## src/inc/uefr_pkg.sv

```systemverilog
// constants, field positions and carrier types for the enhanced-feature register bank
// assumes one 10 MHz clock shared by the host port logic and the uart core
package uefr_pkg;

    localparam int ADDR_W = 4;
    localparam int DATA_W = 8;

    // register offsets
    localparam logic [3:0] OFS_RX_COUNT = 4'h5;
    localparam logic [3:0] OFS_TX_FILL = 4'h6;
    localparam logic [3:0] OFS_SPECIAL_FUNC = 4'h7;
    localparam logic [3:0] OFS_IDLE_TIME = 4'h8;
    localparam logic [3:0] OFS_TXRX_CONTROL = 4'h9;
    localparam logic [3:0] OFS_UNLOCK_KEY = 4'hD;
    localparam logic [3:0] OFS_IRQ_STATUS = 4'hF;

    // access keys
    localparam logic [7:0] LINE_CTRL_KEY = 8'hBF;
    localparam logic [7:0] UNLOCK_KEY = 8'h5A;

    // reset values
    localparam logic [7:0] RST_SPECIAL_FUNC = 8'h00;
    localparam logic [7:0] RST_IDLE_TIME = 8'h00;
    localparam logic [7:0] RST_TXRX_CONTROL = 8'h06;
    localparam logic [7:0] RST_UNLOCK_KEY = 8'h00;
    localparam logic [7:0] RST_IRQ_STATUS = 8'h00;

    // special function register fields
    localparam int SF_XTAL_RES_DIS = 7;
    localparam int SF_CNT_SELECT = 6;
    localparam int SF_BURST_EN = 4;
    localparam int SF_LOOPBACK = 3;
    localparam int SF_SPECIAL_ACC = 2;
    localparam int SF_AUTO_DSR_DTR = 1;
    localparam int SF_FORCE_TX = 0;

    // tx/rx control register fields
    localparam int TC_SAMPLE_HI = 7;
    localparam int TC_SAMPLE_LO = 4;
    localparam int TC_XON_INBAND = 3;
    localparam int TC_TX_EMPTY_IRQ = 2;
    localparam int TC_RX_TIMEOUT = 1;
    localparam int TC_IDLE_INSERT = 0;

    // interrupt status register fields
    localparam int IS_CLEAR_BIT = 0;

    typedef struct packed {
        logic wr;
        logic rd;
        logic [3:0] addr;
        logic [7:0] wdata;
    } uefr_req_s;

    typedef struct packed {
        logic [7:0] specialFunc;
        logic [7:0] unlockKey;
        logic [7:0] idleTime;
        logic [7:0] txrxControl;
        logic [7:1] irqFlags;
        logic [7:0] rdData;
        logic rdValid;
        logic refused;
    } uefr_state_s;

endpackage

```

## src/core/uefr_regs.sv

```systemverilog
// enhanced-feature register bank: tx fill counter, special function, idle time,
// tx/rx control, interrupt status, plus the unlock key that guards special function.
// assumes a one-cycle request strobe from the host-port decoder on the same clock,
// the line control value from the main register file, and counts/events from the uart core.
//
// Overview of operation
// - read-only tx fifo count, gated by keys
// - special function needs line key and unlock key
// - bit7 disables crystal feedback resistor
// - bit6 picks rx fill or error count
// - bit4 enables burst register access
// - bit3 loops receive data to transmitter
// - bit2 gates prescaler, status, idle, control
// - bit1 enables automatic dsr/dtr flow control
// - bit0 forces transmitter to always send
// - eight-bit read/write transmit idle time
// - upper nibble holds baud sample clock value
// - control bit3 enables in-band xon
// - control bit2 enables tx empty interrupt
// - bit0 idle insertion, bit1 rx timeout
// - tx/rx control resets to 0x06
// - status bits 7..1 flag interrupt sources
// - writing bit0 clears status flags not raised in the same cycle
`timescale 1ns/100ps

module uefr_regs
    import uefr_pkg::*;
(
    input wire logic clk,
    input wire logic rst_b,
    input wire logic swReset,
    input wire uefr_pkg::uefr_req_s hostReq,
    input wire logic [7:0] lineControl,
    input wire logic [7:0] txFillCount,
    input wire logic [7:0] rxFillCount,
    input wire logic [7:0] rxErrorCount,
    input wire logic [7:1] irqEvents,
    output logic [7:0] rdData,
    output logic rdValid,
    output logic accessRefused,
    output logic prescalerAccess,
    output logic xtalResistorDisable,
    output logic counterSelect,
    output logic burstEnable,
    output logic loopbackEnable,
    output logic autoDsrDtrEnable,
    output logic forceTransmit,
    output logic [7:0] idleTime,
    output logic [3:0] sampleClock,
    output logic xonInbandEnable,
    output logic txEmptyIrqEnable,
    output logic rxTimeoutEnable,
    output logic idleInsertEnable,
    output logic [7:1] irqFlags
);
    import uefr_pkg::*;

    uefr_state_s stateQ;
    uefr_state_s stateD;

    logic lineKeyOk;
    logic specialFuncOk;
    logic specialAccOk;

    // the line key is re-checked on every access, so a later write of the line
    // control register closes the window without touching this bank
    assign lineKeyOk = (lineControl == LINE_CTRL_KEY);
    assign specialFuncOk = lineKeyOk && (stateQ.unlockKey == UNLOCK_KEY);
    assign specialAccOk = lineKeyOk && stateQ.specialFunc[SF_SPECIAL_ACC];

    function automatic logic addrAllowed(input logic [3:0] a, input logic lk, input logic sf, input logic sa);
        logic ok;
        ok = 1'b0;
        unique case (a)
            OFS_UNLOCK_KEY: ok = lk;
            OFS_SPECIAL_FUNC: ok = sf;
            OFS_RX_COUNT, OFS_TX_FILL, OFS_IDLE_TIME, OFS_TXRX_CONTROL, OFS_IRQ_STATUS: ok = sa;
            default: ok = 1'b0;
        endcase
        return ok;
    endfunction

    logic allowed;
    assign allowed = addrAllowed(hostReq.addr, lineKeyOk, specialFuncOk, specialAccOk);

    always_comb
    begin
        stateD = stateQ;
        stateD.rdValid = 1'b0;
        stateD.refused = 1'b0;
        // sticky event capture; applied after the clear so a same-cycle event survives
        if (hostReq.wr && allowed)
        begin
            unique case (hostReq.addr)
                OFS_UNLOCK_KEY: stateD.unlockKey = hostReq.wdata;
                OFS_SPECIAL_FUNC: stateD.specialFunc = hostReq.wdata;
                OFS_IDLE_TIME: stateD.idleTime = hostReq.wdata;
                OFS_TXRX_CONTROL: stateD.txrxControl = hostReq.wdata;
                OFS_IRQ_STATUS:
                begin
                    // the clear bit is never stored, so it always reads back zero
                    if (hostReq.wdata[IS_CLEAR_BIT])
                    begin
                        stateD.irqFlags = '0;
                    end
                end
                default:
                begin
                    // read-only counters ignore writes
                end
            endcase
        end
        stateD.irqFlags = stateD.irqFlags | irqEvents;
        if (hostReq.rd)
        begin
            stateD.rdValid = 1'b1;
            stateD.rdData = 8'h00;
            if (allowed)
            begin
                unique case (hostReq.addr)
                    OFS_UNLOCK_KEY: stateD.rdData = stateQ.unlockKey;
                    OFS_SPECIAL_FUNC: stateD.rdData = stateQ.specialFunc;
                    OFS_TX_FILL: stateD.rdData = txFillCount;
                    OFS_RX_COUNT: stateD.rdData = stateQ.specialFunc[SF_CNT_SELECT] ?
                        rxErrorCount : rxFillCount;
                    OFS_IDLE_TIME: stateD.rdData = stateQ.idleTime;
                    OFS_TXRX_CONTROL: stateD.rdData = stateQ.txrxControl;
                    OFS_IRQ_STATUS: stateD.rdData = {stateQ.irqFlags, 1'b0};
                    default: stateD.rdData = 8'h00;
                endcase
            end
        end
        // blocked accesses read zero and drop writes; the flag lets the port logic nack
        if ((hostReq.rd || hostReq.wr) && !allowed)
        begin
            stateD.refused = 1'b1;
        end
    end

    always_ff @(posedge clk)
    begin
        if (!rst_b || swReset)
        begin
            stateQ.specialFunc <= RST_SPECIAL_FUNC;
            stateQ.unlockKey <= RST_UNLOCK_KEY;
            stateQ.idleTime <= RST_IDLE_TIME;
            stateQ.txrxControl <= RST_TXRX_CONTROL;
            stateQ.irqFlags <= RST_IRQ_STATUS[7:1];
            stateQ.rdData <= 8'h00;
            stateQ.rdValid <= 1'b0;
            stateQ.refused <= 1'b0;
        end
        else
        begin
            stateQ <= stateD;
        end
    end

    // prescaler lives elsewhere; it only receives this bank's gate, registered
    logic prescalerAccessQ;
    always_ff @(posedge clk)
    begin
        if (!rst_b)
        begin
            prescalerAccessQ <= 1'b0;
        end
        else
        begin
            prescalerAccessQ <= specialAccOk;
        end
    end

    assign rdData = stateQ.rdData;
    assign rdValid = stateQ.rdValid;
    assign accessRefused = stateQ.refused;
    assign prescalerAccess = prescalerAccessQ;
    assign xtalResistorDisable = stateQ.specialFunc[SF_XTAL_RES_DIS];
    assign counterSelect = stateQ.specialFunc[SF_CNT_SELECT];
    assign burstEnable = stateQ.specialFunc[SF_BURST_EN];
    assign loopbackEnable = stateQ.specialFunc[SF_LOOPBACK];
    assign autoDsrDtrEnable = stateQ.specialFunc[SF_AUTO_DSR_DTR];
    assign forceTransmit = stateQ.specialFunc[SF_FORCE_TX];
    assign idleTime = stateQ.idleTime;
    // legality of sample value against the prescaler is software's job, not checked here
    assign sampleClock = stateQ.txrxControl[TC_SAMPLE_HI:TC_SAMPLE_LO];
    assign xonInbandEnable = stateQ.txrxControl[TC_XON_INBAND];
    assign txEmptyIrqEnable = stateQ.txrxControl[TC_TX_EMPTY_IRQ];
    assign rxTimeoutEnable = stateQ.txrxControl[TC_RX_TIMEOUT];
    assign idleInsertEnable = stateQ.txrxControl[TC_IDLE_INSERT];
    assign irqFlags = stateQ.irqFlags;
endmodule

```

## config.mk

```make
export PLATFORM = sky130hd
export DESIGN_NAME = uefr_regs
export DESIGN_NICKNAME = d
export VERILOG_FILES = /design/src/inc/uefr_pkg.sv /design/src/core/uefr_regs.sv
export SDC_FILE = /design/constraint.sdc
export NUM_CORES = 1
export LEC_CHECK = 0
export BUFFER_PORTS_ARGS = -buffer_cell sky130_fd_sc_hd__buf_2
export CORE_ASPECT_RATIO = 1.75
export CORE_MARGIN = 3
export CORE_UTILIZATION = 50
export DETAILED_ROUTE_END_ITERATION = 10
export GPL_TIMING_DRIVEN = 1
export PLACE_DENSITY = 0.8
export SETUP_SLACK_MARGIN = 0.4
export SLEW_MARGIN = 25
export SYNTH_ARGS = -nofsm -noshare
export SYNTH_HDL_FRONTEND = slang
export SYNTH_SLANG_ARGS = --single-unit
```

## constraint.sdc

```tcl
create_clock -name clk -period 3 [get_ports clk]
set_clock_uncertainty 0.05 [all_clocks]
set_input_delay 0.15 -clock clk [delete_from_list [all_inputs] [get_ports clk]]
set_output_delay 0.15 -clock clk [all_outputs]
set_load 0.01 [all_outputs]
```

==> flow_summary.toml <==
[min_path]
hold_path.class = "primary input to flop"

[sta]
hold_viol = 0
fin_setup_tns_ns = 0
tightest_slew_ns = 0.6487
rsz0062_at_grt = "false"
max_freq_mhz = 528.2
setup_viol = 0
slew_violations = 0
max_slew_margin_pct = 56.69
hold_slack_ns = 0.002315
timing.final.crit_share_pct = 63.11
min_period_ns = 1.893

[synthesis]
synth-main-ff-cell = "dfxtp_1"
ys_warn_count = 0
synth_cells = 306
ys_top_cells_by_area = "dfxtp_1, mux2i_1, buf_4"
yosys.area.top_type = "dfxtp_1"
synth_edf_count = 0
yosysMostFrequentCell = "dfxtp_1"
ys_seq_area_share_pct = 36.55
syn_avg_cell_area_um2 = 8.951
synth_cell_types = 45
synthArstFlopShare_pct = 0
synth_seq_cells = 50
syn-cell-area_um2 = 2739
synth_nets = 362
netlist.area_leader.share_pct = 36.55
synthTopCellsByCount = "dfxtp_1, mux2i_1, nand2_1"

[routing]
drt-initial-drc-count = 87
drc = 0
via_per_inst = 5.394
wl_um = 6907
drt_pass1_iterations = 4
ant_nets = 0
wl_per_cell_um = 15.63
vias = 2384

[worst_setup_path]
rr_endpoint = "rdData[0]"
cp-endpoint = "rdData[0]"
cp_slowest_stage_delay_ns = 0.74
worstPathMaxFanout = 11
rr_worst_depth = 4
start_kind = "flop"
end_kind = "flop"
crit_chain = "mux2_2, a22o_1, a221oi_1, o31ai_1"
startpoint = "counterSelect"
critPathKind = "flop to flop"
rrSetupSlack_ns = 1.11
critical_path_buf_inv_count = 0
critPathSlowestCell = "dfxtp_1"
crit_required_ns = 3.14
path_depth = 4
worstPathArrival_ns = 2.03
critical-path-top-delay-family = "flip-flops"
crit-reg2reg-launch = "counterSelect"

[run_status]
run_status = "finished clean"

[clock_tree]
clock_latency_ns = 0.30
htree_levels = 2
numCtsBuffers = 5
clkTransAtPathRegs_ns = 0.09
cts_buffer_depth = 2
cts_tree = "done"
postCtsSetupBuffers = 0
clkSinkCount = 50
cts_root_buffer = "clkbuf_8"

[placed_design]
port_buffers = 95
placed_area_um2 = 2985
place_congestion = 0.8941
dp_hpwl_um = 5432

[power_and_ir_drop]
leakagePower_nw = 1.285
power_density_nw_per_um2 = 378.7
vdd_drop_max_mv = 0.3648

[global_route]
grt_pass1_vias = 2297
grtUsageTotal_pct = 22.25
grt-ovfl-total = 0
grt_pass1_wl_um = 10970
grt_max_degree = 29
antenna_found_initial = 0

[cells_and_area]
design_area_um2 = 3115
final_net_count = 424
drive_gt1_share_pct = 31.25
n_antenna_cell = 0
areaGrowthSynthToFinish_pct = 13.75

[floorplan]
fp.dieArea_um2 = 6436
core_um2 = 5299
rows = 35
die_y_um = 103.9
start_util_pct = 51.69
die_width_um = 61.95
ios = 96

[run]
max_cap_violations = 0
cell usage in the layout, fill, tap and decap left out, types with 2 or more instances in the layout:
cell type	Yosys	layout
buf_2	5	95
dfxtp_1	50	50
mux2i_1	48	48
nand2_1	37	37
nor2_1	36	36
o21ai_0	11	11
a21oi_1	9	9
and3_1	5	5
nand3_1	5	5
clkbuf_8	0	5
dlygate4sd3_1	0	5
nand3b_1	4	4
mux2_2	4	4
o22ai_1	4	4
nor2b_1	3	3
a221oi_1	3	3
a22oi_1	3	3
nor3_1	3	3
nand4_1	2	2
and4bb_2	2	2
and4b_4	2	2
o211ai_1	2	2
o31ai_1	2	2
a31oi_1	2	2
inv_1	2	2
a22o_1	2	2
and4b_1	2	2
buf_4	30	2
state kept, by name, indices dropped and copies added, names as in the netlist:
| register | flops |
|---|---|
| sampleClock | 4 |
| accessRefused | 1 |
| prescalerAccess | 1 |
| loopbackEnable | 1 |
| counterSelect | 1 |
| forceTransmit | 1 |
| idleTime | 8 |
| irqFlags | 7 |
| rdValid | 1 |
| xonInbandEnable | 1 |
| idleInsertEnable | 1 |
| rxTimeoutEnable | 1 |
| autoDsrDtrEnable | 1 |
| stateQ | 10 |
| xtalResistorDisable | 1 |
| burstEnable | 1 |
| txEmptyIrqEnable | 1 |
| rdData | 8 |
cell families after synthesis:
| logic type | share of synthesized area (%) |
|---|---|
| flip-flops | 36.55 |
| AND/OR/NAND/NOR | 20.33 |
| buffers and inverters | 12.56 |
| multiplexers | 19.19 |
| XOR/XNOR | 0.3198 |
| AO/OA/AOI/OAI | 11.05 |
worst reg2reg max path, cell delays in order (launching register included):
cell and delay, ns:
dfxtp_1 0.74, mux2_2 0.41, a22o_1 0.23, a221oi_1 0.26, o31ai_1 0.09
how the worst min path moves through the flow:
stage	cells past startpoint	startpoint	slack (ns)	to
2_1_floorplan	2	irqEvents[1]	0.22	irqFlags[1]
3_3_place_gp	3	irqEvents[1]	0.30	irqFlags[1]
3_5_place_dp	3	irqEvents[4]	0.31	irqFlags[4]
4_1_cts	3	irqEvents[7]	0.00008	irqFlags[7]
5_1_grt	3	irqEvents[7]	0.005	irqFlags[7]
6_report	3	irqEvents[7]	0.002	irqFlags[7]
metal layers:
layer / track usage (%) / part of all wire [%]
met5: 0 / 0
met4: 10.17 / 3.2
met3: 4.099 / 4.3
met2: 37.17 / 54
met1: 26.00 / 38
layout make-up:
type	instances	area [um^2]
Clock buffer	6	72.57
Clock inverter	1	7.507
Fill cell	488	2183
Inverter	2	7.507
Multi-Input combinational cell	207	1394
Sequential cell	50	1001
Tap cell	74	92.59
Timing Repair Buffer	102	540.5
report_power, final:
part | total [mW] | switching [mW] | internal (mW)
Combinational | 0.136 | 0.0738 | 0.0618
Sequential | 0.673 | 0.00409 | 0.669
Clock | 0.371 | 0.211 | 0.160
Total | 1.18 | 0.289 | 0.891
timing repair:
item | in CTS | in global routing
hold endpoints to repair | 5 | 0
hold buffers | 5 | 0
resized for setup | 0 | 0
metrics by stage:
| stage | worst slack (ns) | instances | total power, mW | utilization (%) |
|---|---|---|---|---|
| 2_1_floorplan | 1.418 | 306 | 0.7666 | - |
| 3_3_place_gp | 1.053 | 430 | 0.8162 | 56.34 |
| 3_5_place_dp | 0.9842 | 430 | 0.8178 | 56.34 |
| 4_1_cts | 1.100 | 442 | 1.185 | 58.80 |
| 5_1_grt | 1.010 | 442 | 1.227 | 58.80 |
| 6_report | 1.107 | 442 | 1.180 | 58.80 |
No activity file was read; power rests on OpenSTA's default activity.
